$ cat src/hw/serial_status_pkg.sv
// Purpose: shared constants and carriers for the serial port status reporter
// Assumes: four ports, index 0..3 stands for ports 1..4
// Notes:   status area offsets are the printed byte locations
package serial_status_pkg;
    localparam int          NUM_PORTS      = 4;
    // status area byte locations
    localparam logic [9:0]  ERR_STATUS_OFS = 10'h2ea;
    localparam logic [9:0]  IN_LOW_OFS     = 10'h2eb;
    localparam logic [9:0]  IN_HIGH_OFS    = 10'h2ec;
    localparam logic [9:0]  OUT_COUNT_OFS  = 10'h2ed;
    // error status bit positions
    localparam int          ERR_FRAMING    = 7;
    localparam int          ERR_OVERRUN    = 6;
    localparam int          ERR_PARITY     = 5;
    localparam int          ERR_OVERFLOW   = 4;
    localparam int          ERR_ILLEGAL    = 3;
    localparam int          ERR_NOT_READY  = 2;
    localparam int          ERR_BLOCK      = 1;
    localparam int          ERR_COMMAND    = 0;
    localparam logic [7:0]  ERR_RESET      = 8'h00;
    localparam logic [7:0]  ERR_ALL        = 8'hff;
    localparam logic [7:0]  ERR_NO_FRAMING = 8'h7f;
    // monitor mask bit positions
    localparam int          MON_DSR        = 2;
    localparam int          MON_CTS        = 1;
    localparam int          MON_CD         = 0;
    // lines held on: ports 2 and 3 clear-to-send and carrier, port 4 all three
    localparam logic [3:0]  FORCE_CTS_CD   = 4'he;
    localparam logic [3:0]  FORCE_DSR      = 4'h8;
    localparam logic [5:0]  OUT_BUF_MAX    = 6'h20;
    localparam logic [7:0]  BYTE_ZERO      = 8'h00;

    typedef enum logic [1:0] {
        WL_5 = 2'h0,
        WL_6 = 2'h1,
        WL_7 = 2'h2,
        WL_8 = 2'h3
    } word_len_e;

    typedef enum logic [2:0] {
        CMD_STATUS      = 3'h0,
        CMD_START_CIO   = 3'h1,
        CMD_BLOCK_OUT   = 3'h2,
        CMD_CONFIG      = 3'h3,
        CMD_CONFIG_KEEP = 3'h4,
        CMD_CLOSE       = 3'h5
    } cmd_op_e;

    typedef struct packed {
        logic      valid;
        logic      stop_ok;
        word_len_e word_len;
        logic      missed;
        logic      buf_full;
    } rx_event_s;

    typedef struct packed {
        logic valid;
        logic parity_en;
        logic parity_bad;
    } drain_s;

    typedef struct packed {
        logic       valid;
        cmd_op_e    op;
        logic [1:0] port;
        logic       open_input;
        logic       open_output;
        word_len_e  word_len;
        logic       baud_over_300;
        logic [2:0] monitor;
        logic       block_ok;
    } cmd_s;

    typedef struct packed {
        logic [7:0] err;
        logic [7:0] b1;
        logic [7:0] b2;
        logic [7:0] b3;
    } resp_s;
endpackage

$ cat src/hw/serial_port_status_reporter.sv
// Purpose: error status byte, buffer counts and line sense byte for a serial port
// Assumes: events and commands arrive as one-cycle strobes synchronous to mclk_i
// Notes:   one command per cycle; answer one cycle after the command is taken
// Contract
// - Framing flag when stop position lacks stop
// - Module checks framing only for short words
// - Framing flag set on character arrival
// - Inactive status and CMD_CONFIG (not CMD_CONFIG_KEEP) clear framing
// - New I/O start clears other flags
// - Overrun flag on first character after loss
// - Parity flag on drain when checking enabled
// - Overflow flag on arrival at full buffer
// - Refuse illegal short-word concurrent input start
// - Illegal option also sets command error
// - Refusal gives NAK; flags survive next status
// - Refuse on monitored modem line off
// - Block error on bad block from host
// - Command error on unknown or unconfigured command
// - Active status reports input and output counts
// - Reported output count never exceeds 32
// - Sense bits 7,6 give DSR now and history
// - Sense bits 5,4 give CTS now and history
// - Sense bits 3,2 give carrier now and history
// - Sense bit 0 gives receive line level
// - History cleared only by sense status request
// - Ports 2,3,4 report fixed lines as on
`timescale 1ns/10ps
module serial_port_status_reporter
    import serial_status_pkg::*;
(
    input  wire logic                         mclk_i,                  // 25 MHz clock
    input  wire logic                         arst_n_i,                // async reset, low
    input  wire serial_status_pkg::rx_event_s rx_i,                    // character arrival
    input  wire serial_status_pkg::drain_s    drain_i,                 // holding buffer read
    input  wire serial_status_pkg::cmd_s      cmd_i,                   // host command
    input  wire logic [15:0]                  in_count_i,              // input buffer fill
    input  wire logic [5:0]                   out_count_i,             // output buffer fill
    input  wire logic [3:0]                   dsr_i,                   // data set ready, per port
    input  wire logic [3:0]                   cts_i,                   // clear to send, per port
    input  wire logic [3:0]                   carrier_detect_line_i,   // carrier, per port
    input  wire logic [3:0]                   receive_data_line_i,     // rx level, per port
    input  wire logic [9:0]                   rd_addr_i,               // status area address
    output logic [7:0]                        rd_data_o,               // status area byte
    output serial_status_pkg::resp_s          resp_o,                  // last status answer
    output logic                              resp_valid_o,            // answer strobe
    output logic                              ack_o,                   // command accepted
    output logic                              nak_o,                   // command refused
    output logic                              cio_active_o             // concurrent I/O on
);
    import serial_status_pkg::*;

    typedef struct packed {
        logic [7:0] err;
        logic       active;
        logic [1:0] active_port;
        logic       primed;
        logic [3:0] prev_dsr;
        logic [3:0] prev_cts;
        logic [3:0] prev_cd;
        logic [3:0] chg_dsr;
        logic [3:0] chg_cts;
        logic [3:0] chg_cd;
        resp_s      resp;
        logic       resp_valid;
        logic       ack;
        logic       nak;
        logic [7:0] rd_data;
    } state_s;

    state_s     s_reg;
    state_s     s_next;
    logic       rst_meta_reg;
    logic       rst_sync_reg;
    logic       rst_n;
    logic [3:0] dsr_eff;
    logic [3:0] cts_eff;
    logic [3:0] cd_eff;
    logic [3:0] dsr_hist;
    logic [3:0] cts_hist;
    logic [3:0] cd_hist;
    logic [7:0] sense_byte;
    logic [7:0] err_set;
    logic [7:0] err_clr;
    logic [3:0] hist_clr;
    logic [2:0] mon_lines;
    logic       illegal_w;
    logic       not_ready_w;
    logic       refuse;
    logic       port_busy;

    // reset release through two flops
    always_ff @(posedge mclk_i or negedge arst_n_i) begin
        if (!arst_n_i) begin
            rst_meta_reg <= 1'b0;
            rst_sync_reg <= 1'b0;
        end else begin
            rst_meta_reg <= 1'b1;
            rst_sync_reg <= rst_meta_reg;
        end
    end
    assign rst_n = rst_sync_reg;

    // fixed-on lines never move, so their history stays steady
    assign cts_eff = cts_i | FORCE_CTS_CD;
    assign cd_eff  = carrier_detect_line_i | FORCE_CTS_CD;
    assign dsr_eff = dsr_i | FORCE_DSR;

    // history includes a change seen in this very cycle
    assign dsr_hist = s_reg.chg_dsr | ((dsr_eff ^ s_reg.prev_dsr) & {4{s_reg.primed}});
    assign cts_hist = s_reg.chg_cts | ((cts_eff ^ s_reg.prev_cts) & {4{s_reg.primed}});
    assign cd_hist  = s_reg.chg_cd  | ((cd_eff  ^ s_reg.prev_cd)  & {4{s_reg.primed}});

    // steady-on reads both bits set, steady-off reads both clear
    assign sense_byte = {dsr_eff[cmd_i.port], dsr_eff[cmd_i.port] ^ dsr_hist[cmd_i.port],
                         cts_eff[cmd_i.port], cts_eff[cmd_i.port] ^ cts_hist[cmd_i.port],
                         cd_eff[cmd_i.port],  cd_eff[cmd_i.port]  ^ cd_hist[cmd_i.port],
                         1'b0, receive_data_line_i[cmd_i.port]};

    assign mon_lines   = {dsr_eff[cmd_i.port], cts_eff[cmd_i.port], cd_eff[cmd_i.port]};
    assign not_ready_w = |(cmd_i.monitor & ~mon_lines);
    assign illegal_w   = cmd_i.open_input && (cmd_i.word_len != WL_8) &&
                         (cmd_i.open_output || cmd_i.baud_over_300);
    assign port_busy   = s_reg.active && (cmd_i.port != s_reg.active_port);

    always_comb begin
        s_next            = s_reg;
        s_next.ack        = 1'b0;
        s_next.nak        = 1'b0;
        s_next.resp_valid = 1'b0;
        err_set           = ERR_RESET;
        err_clr           = ERR_RESET;
        hist_clr          = 4'h0;
        refuse            = 1'b0;

        if (rx_i.valid && (rx_i.word_len != WL_8) && !rx_i.stop_ok) begin
            err_set[ERR_FRAMING] = 1'b1;
        end
        if (rx_i.valid && rx_i.missed) begin
            err_set[ERR_OVERRUN] = 1'b1;
        end
        if (rx_i.valid && rx_i.buf_full) begin
            err_set[ERR_OVERFLOW] = 1'b1;
        end
        if (drain_i.valid && drain_i.parity_en && drain_i.parity_bad) begin
            err_set[ERR_PARITY] = 1'b1;
        end

        if (cmd_i.valid) begin
            unique case (cmd_i.op)
                CMD_STATUS: begin
                    if (port_busy) begin
                        refuse                 = 1'b1;
                        err_set[ERR_COMMAND]   = 1'b1;
                    end else begin
                        // answer first, then clear: the flags of a refusal stay readable
                        s_next.resp.err        = s_reg.err;
                        s_next.resp_valid      = 1'b1;
                        if (s_reg.active) begin
                            s_next.resp.b1     = in_count_i[7:0];
                            s_next.resp.b2     = in_count_i[15:8];
                            s_next.resp.b3     = (out_count_i > OUT_BUF_MAX) ?
                                                 {2'h0, OUT_BUF_MAX} :
                                                 {2'h0, out_count_i};
                            err_clr            = ERR_NO_FRAMING;
                        end else begin
                            s_next.resp.b1     = sense_byte;
                            s_next.resp.b2     = BYTE_ZERO;
                            s_next.resp.b3     = BYTE_ZERO;
                            err_clr            = ERR_ALL;
                            hist_clr[cmd_i.port] = 1'b1;
                        end
                    end
                end
                CMD_START_CIO: begin
                    err_clr = ERR_NO_FRAMING;
                    if (s_reg.active) begin
                        refuse               = 1'b1;
                        err_set[ERR_COMMAND] = 1'b1;
                    end else if (illegal_w) begin
                        refuse               = 1'b1;
                        err_set[ERR_ILLEGAL] = 1'b1;
                        err_set[ERR_COMMAND] = 1'b1;
                    end else if (not_ready_w) begin
                        refuse                 = 1'b1;
                        err_set[ERR_NOT_READY] = 1'b1;
                    end else begin
                        s_next.active      = 1'b1;
                        s_next.active_port = cmd_i.port;
                    end
                end
                CMD_BLOCK_OUT: begin
                    err_clr = ERR_NO_FRAMING;
                    if (port_busy) begin
                        refuse               = 1'b1;
                        err_set[ERR_COMMAND] = 1'b1;
                    end else if (not_ready_w) begin
                        refuse                 = 1'b1;
                        err_set[ERR_NOT_READY] = 1'b1;
                    end else if (!cmd_i.block_ok) begin
                        refuse             = 1'b1;
                        err_set[ERR_BLOCK] = 1'b1;
                    end
                end
                CMD_CONFIG: begin
                    err_clr[ERR_FRAMING] = 1'b1;
                end
                CMD_CONFIG_KEEP: begin
                end
                CMD_CLOSE: begin
                    if (!s_reg.active) begin
                        err_clr[ERR_FRAMING] = 1'b1;
                    end
                    s_next.active = 1'b0;
                end
                default: begin
                    refuse               = 1'b1;
                    err_set[ERR_COMMAND] = 1'b1;
                end
            endcase
            s_next.nak = refuse;
            s_next.ack = !refuse;
        end

        // a set in the same cycle as a clear wins
        s_next.err = (s_reg.err & ~err_clr) | err_set;

        s_next.primed   = 1'b1;
        s_next.prev_dsr = dsr_eff;
        s_next.prev_cts = cts_eff;
        s_next.prev_cd  = cd_eff;
        s_next.chg_dsr  = (s_reg.chg_dsr & ~hist_clr) | (dsr_hist & ~s_reg.chg_dsr & ~hist_clr)
                          | ((dsr_eff ^ s_reg.prev_dsr) & {4{s_reg.primed}});
        s_next.chg_cts  = (cts_hist & ~hist_clr)
                          | ((cts_eff ^ s_reg.prev_cts) & {4{s_reg.primed}});
        s_next.chg_cd   = (cd_hist & ~hist_clr)
                          | ((cd_eff ^ s_reg.prev_cd) & {4{s_reg.primed}});

        unique case (rd_addr_i)
            ERR_STATUS_OFS: s_next.rd_data = s_reg.resp.err;
            IN_LOW_OFS:     s_next.rd_data = s_reg.resp.b1;
            IN_HIGH_OFS:    s_next.rd_data = s_reg.resp.b2;
            OUT_COUNT_OFS:  s_next.rd_data = s_reg.resp.b3;
            default:        s_next.rd_data = BYTE_ZERO;
        endcase
    end

    always_ff @(posedge mclk_i or negedge rst_n) begin
        if (!rst_n) begin
            s_reg <= '0;
        end else begin
            s_reg <= s_next;
        end
    end

    assign rd_data_o    = s_reg.rd_data;
    assign resp_o       = s_reg.resp;
    assign resp_valid_o = s_reg.resp_valid;
    assign ack_o        = s_reg.ack;
    assign nak_o        = s_reg.nak;
    assign cio_active_o = s_reg.active;

    logic sense_req;
    logic act_req;
    logic [1:0] req_port;
    assign sense_req = cmd_i.valid && (cmd_i.op == CMD_STATUS) && !s_reg.active;
    assign act_req   = cmd_i.valid && (cmd_i.op == CMD_STATUS) && s_reg.active && !port_busy;
    assign req_port  = cmd_i.port;
endmodule

$ cat config.mk
export PLATFORM = sky130hd
export DESIGN_NAME = serial_port_status_reporter
export DESIGN_NICKNAME = d
export VERILOG_FILES = /design/src/hw/serial_status_pkg.sv /design/src/hw/serial_port_status_reporter.sv
export SDC_FILE = /design/constraint.sdc
export NUM_CORES = 1
export LEC_CHECK = 0
export ABC_AREA = 1
export BUFFER_PORTS_ARGS = -buffer_cell sky130_fd_sc_hd__buf_4
export CORE_MARGIN = 3
export CORE_UTILIZATION = 35
export CTS_CLUSTER_SIZE = 30
export DETAILED_ROUTE_END_ITERATION = 12
export GPL_TIMING_DRIVEN = 0
export HOLD_SLACK_MARGIN = 0.05
export SLEW_MARGIN = 10
export SYNTH_ARGS = -nofsm -noshare
export SYNTH_HDL_FRONTEND = slang
export SYNTH_SLANG_ARGS = --single-unit
$ cat constraint.sdc
create_clock -name mclk_i -period 2.1 [get_ports mclk_i]
set_input_delay 0.105 -clock mclk_i [delete_from_list [all_inputs] [get_ports mclk_i]]
set_output_delay 0.105 -clock mclk_i [all_outputs]
set_load 0.01 [all_outputs]
; Word level (Yosys, flattened, before mapping)
; Index checks and enable logic that the tools add are counted.
[classes]
magnitude_cmp = 3
n_eq_ne = 12
mux = 60
bitwise = 32
reduce_logical = 22
[ops]
columns = cell, n
row1 = $eq 10x10->1 const B, 4
row2 = $and 4x4->4, 8
row3 = $pmux 8 s4, 1
row4 = $mux 1, 29
row5 = $or 4x4->4, 7
row6 = $mux 24, 1
row7 = $mux 8, 3
row8 = $mux 4, 5
row9 = $bmux 1 s2, 7
row10 = $pmux 7 s2, 1
row11 = $mux 3, 4
row12 = $xor 4x4->4, 3
row13 = $logic_and 1x1->1, 10
row14 = $and 8x8->8, 1
row15 = $not 4->4, 2
row16 = $not 8->8, 1
row17 = $or 8x8->8, 1
row18 = $eq 3x2->1 const B, 2
row19 = $eq 3x3->1 const B, 2
row20 = $gt 6x6->1 const B, 1
row21 = $mux 6, 1
row22 = $pmux 1 s3, 2
row23 = $reduce_or 3->1, 2
row24 = $reduce_and 5->1, 1
row25 = 20 further kinds, 30
[word_totals]
register_bits = 77
in_bits = 74
out_inout_bits = 44
word_cells = 149

; Depth between registers and ports, before layout
[logic_depth]
word_depth = 12
ltp_mapped = 12
ltp_nobuf = 11

; Least setup slack after synthesis
; Ideal clock, no wire load.
[synth_timing]
path_kind = register to register
start = register s_reg[69] in the netlist's numbering
end = register s_reg (netlist bit resp_o[5])
setup_ns = 0.134
arrival_ns = 1.067
t_required_ns = 1.966
path_slack_ns = 0.899
stages_incl_launch_ff = 8
path_buffers = 1
period_less_slack_ns = 1.201
path_cell_list = dfrtp_1 > xnor2_1 > nand2_1 > nand2_2 > nand2_4 > buf_4 > nand2_1 > o31ai_2
[synth_via]
elab_chain_cells = 4
[synth_lines]
columns = item, line
row1 = start: declaration, serial_port_status_reporter.sv:70  ; state_s s_reg;
row2 = start signal: assignment, serial_port_status_reporter.sv:251  ; s_reg <= s_next;
row3 = $ne 2x2->1, serial_port_status_reporter.sv:123  ; assign port_busy = s_reg.active && (cmd_i.port != s_reg.active_port);
row4 = $logic_and 1x1->1, serial_port_status_reporter.sv:123
row5 = $not 1->1 (no source line), --
row6 = $reduce_and 3->1 (no source line), --
; No other way between the ends.
; A chain may end at the register's enable or synchronous reset.

==> flow_summary.ini <==
[yosys]
yosys-mux-area-fraction_pct = 0
avgSynthCellArea_um2 = 8.09
synth_fa_ha_area_share_pct = 0
ys_types = 31
yosysSeqAreaShare_pct = 47.7
syn_area_um2 = 3780
synth-simple-area-share_pct = 24.6
synth_xor_area_share_pct = 0.464
synth_compound_area_share_pct = 10.2
ys_ff_latch = 72
synth_top_family_by_area = simple AND/OR/NAND/NOR gates
synth_warnings = 0
syn_inst = 467

[placed_design]
gp_congestion = 0.876
dpl.hpwl_mm = 7.79
post-place-ws_ns = 0.714
dp_cells = 712
portBuffers = 106

[floorplan]
start_util_pct = 36.3
rows = 37
ios = 118
core-area_um2 = 10400
dieArea_um2 = 12100
fp.dieH_um = 110
die_w_um = 110

[power_and_ir_drop]
p_int_mw = 3.13
swShare_pct = 31.3
clkPwrFrac_pct = 26.0
vdd_ir_drop_max_mv = 0.373
p_comb_share_pct = 32.3
total_leakage_power_nw = 2.71
finalPower_mw = 4.56
p_switching_mw = 1.43
seqPwrFrac_pct = 41.7
power_density_nw_per_um2 = 863

[global_routing]
antenna_found_initial = 0
grt_pass1_wl_mm = 15.8
grt_overflow = 0
grt_pass1_vias = 3286
track_usage_pct = 17.0
grt_max_degree = 42

[timing]
drv_slew = 0
fmaxAchievable_mhz = 548
tightest_slew_ns = 0.504
relSlewSlack_pct = 66.4
fin_crit_ns = 1.82
finalSetupViolCount = 0
rsz0062_at_grt = false
fin_crit_sh_pct = 86.8
setup_slack_ns = 0.277
skew_ns = 0.00814
tns_ns = 0
hold_viol_final = 0

[critical_path]
cp.required_ns = 2.33
worstPathMaxFanout = 6
reg2reg_from = cio_active_o
crit_arrival_ns = 2.05
setup.worst_path.class = input port to flip-flop
cp-end-kind = flip-flop
rr_worst_depth = 7
cp-start-kind = input port
cp_cell_sequence = dlygate4sd3_1, buf_4, inv_1, nor2_1, inv_1, nor2_1, inv_2, o311ai_1, o21ai_1, dlygate4sd3_1
r2r-end = s_reg[78]
cp-startpoint = cmd_i[14]
critPathSlowestCell = dlygate4sd3_1
worst-r2r-setup-slack_ns = 0.32
slowest_delay_ns = 0.56

[clock_tree]
clk_path_buf_depth = 2
cts_root_buf = clkbuf_8
post-cts-setup-buffers = 0
cts_tree = built
numCtsBuffers = 9
cts.sinks = 72
cts-htree-levels = 3
clkTransAtPathRegs_ns = 0.08
clock_latency_ns = 0.34

[cells_and_area]
drive_above_1_share_pct = 31.6
finalNonFillerCells = 757
layout_commonest_cell = buf_4
fin_nets = 690
regArea_um2 = 1810
fillers = 1035
diodes = 0
area_growth_pct = 39.7
multiInputGateArea_um2 = 1350
most-common-layout-cells = 149 x buf_4, 93 x nand2_1, 71 x dfrtp_1
largest_reg_flops = 30

[job]
maxCapViolations = 0

[detailed_routing]
drc = 0
routed_wl_mm = 10.0
ant_nets = 0
num_vias = 3482
vias_per_cell = 4.60
drt-initial-drc-count = 167
wl_per_cell_um = 13.2
firstDrtPassIters = 4

[status]
status = finished, final reports clean

[worst_hold_path]
min_path_type = input port to async pin
## Yosys cell counts
master | count | area share (%)
nor2_2 | 8 | 1.3
o221ai_1 | 2 | 0.46
dfrtp_1 | 72 | 48
buf_2 | 2 | 0.26
a21oi_1 | 3 | 0.40
a31oi_2 | 1 | 0.33
nand3_1 | 33 | 4.4
o2111ai_1 | 6 | 1.4
o311ai_0 | 1 | 0.23
o31ai_2 | 1 | 0.33
a22oi_1 | 1 | 0.20
nor3b_1 | 1 | 0.20
o22ai_1 | 3 | 0.50
nand4_1 | 22 | 3.6
inv_2 | 4 | 0.40
xnor2_1 | 2 | 0.46
or2_2 | 2 | 0.33
nand2_4 | 1 | 0.30
buf_6 | 4 | 1.2
a41oi_1 | 1 | 0.23
o21ai_0 | 20 | 2.6
inv_4 | 1 | 0.17
clkbuf_1 | 6 | 0.60
nor3_1 | 2 | 0.26
o21ai_1 | 26 | 3.4
buf_4 | 43 | 8.5
nor2_1 | 41 | 4.1
conb_1 | 2 | 0.20
inv_1 | 58 | 5.8
nand2_2 | 5 | 0.83
nand2_1 | 93 | 9.2
## kinds of logic after synthesis
group / after synthesis
buf+inv: 118
simple gates: 208
flops: 72
compound gates: 65
other cells: 2
xor+xnor: 2
## metrics by stage
stage               hold WS [ns]  util [%]  instance area [um2]
finish                    0.0662      50.7                 5280
global route              0.0574      50.7                 5280
CTS                       0.0567      50.7                 5280
detailed placement        -0.111      45.8                 4780
global placement          -0.111      45.6                 4750
floorplan                 -0.191         -                 3790
## worst max-delay path by stage
| stage | endpoint | slack [ns] | cells after the start |
|---|---|---|---|
| 6_report | s_reg[78] | 0.28 | 10 |
| 4_1_cts | s_reg[78] | 0.18 | 10 |
| 2_1_floorplan | ack_o | 0.87 | 0 |
| 5_1_grt | s_reg[78] | 0.05 | 10 |
| 3_5_place_dp | resp_o[16] | 0.71 | 4 |
| 3_3_place_gp | s_reg[64] | 0.43 | 0 |
## per-layer routing
layer  share of wire [%]  global-route usage (%)  up-vias  routed length [um]
met5                   0                       0        -                   0
met4                 2.2                    6.95        0                 216
met3                 6.3                    2.52       12                 636
met2                  46                    26.6      108                4640
met1                  45                    23.4     1595                4540
li1                    -                       -     1767                   -
## power groups by stage
stage | combinational [mW] | clock [mW] | sequential [mW]
after floorplan | 0.849 | 0 | 1.85
after global placement | 1.39 | 0 | 1.94
after detailed placement | 1.43 | 0 | 1.93
after CTS | 1.49 | 1.21 | 1.90
after global routing | 1.63 | 1.28 | 1.94
final | 1.47 | 1.19 | 1.90
## cell type report
cell class	instances	area share [%]
clock inverter	6	1.59
tap	136	3.22
buffer	55	7.59
sequential	72	34.2
multi-input combinational	279	25.5
timing repair buffer	136	21.0
clock buffer	10	2.42
inverter	63	4.53
## worst max-delay path, delay by kind of cell
family,cells,cell delay [ns]
AO/OA/AOI/OAI,2,0.22
AND/OR/NAND/NOR,2,0.23
buffers and inverters,6,1.49
## repair_timing
action | in CTS | in global routing
endpoints found under the setup margin | 0 | 1
hold buffers | 29 | 0
gates resized for setup | 0 | 3
endpoints found under the hold margin | 26 | 0
Power figures use the tool's default switching activity.
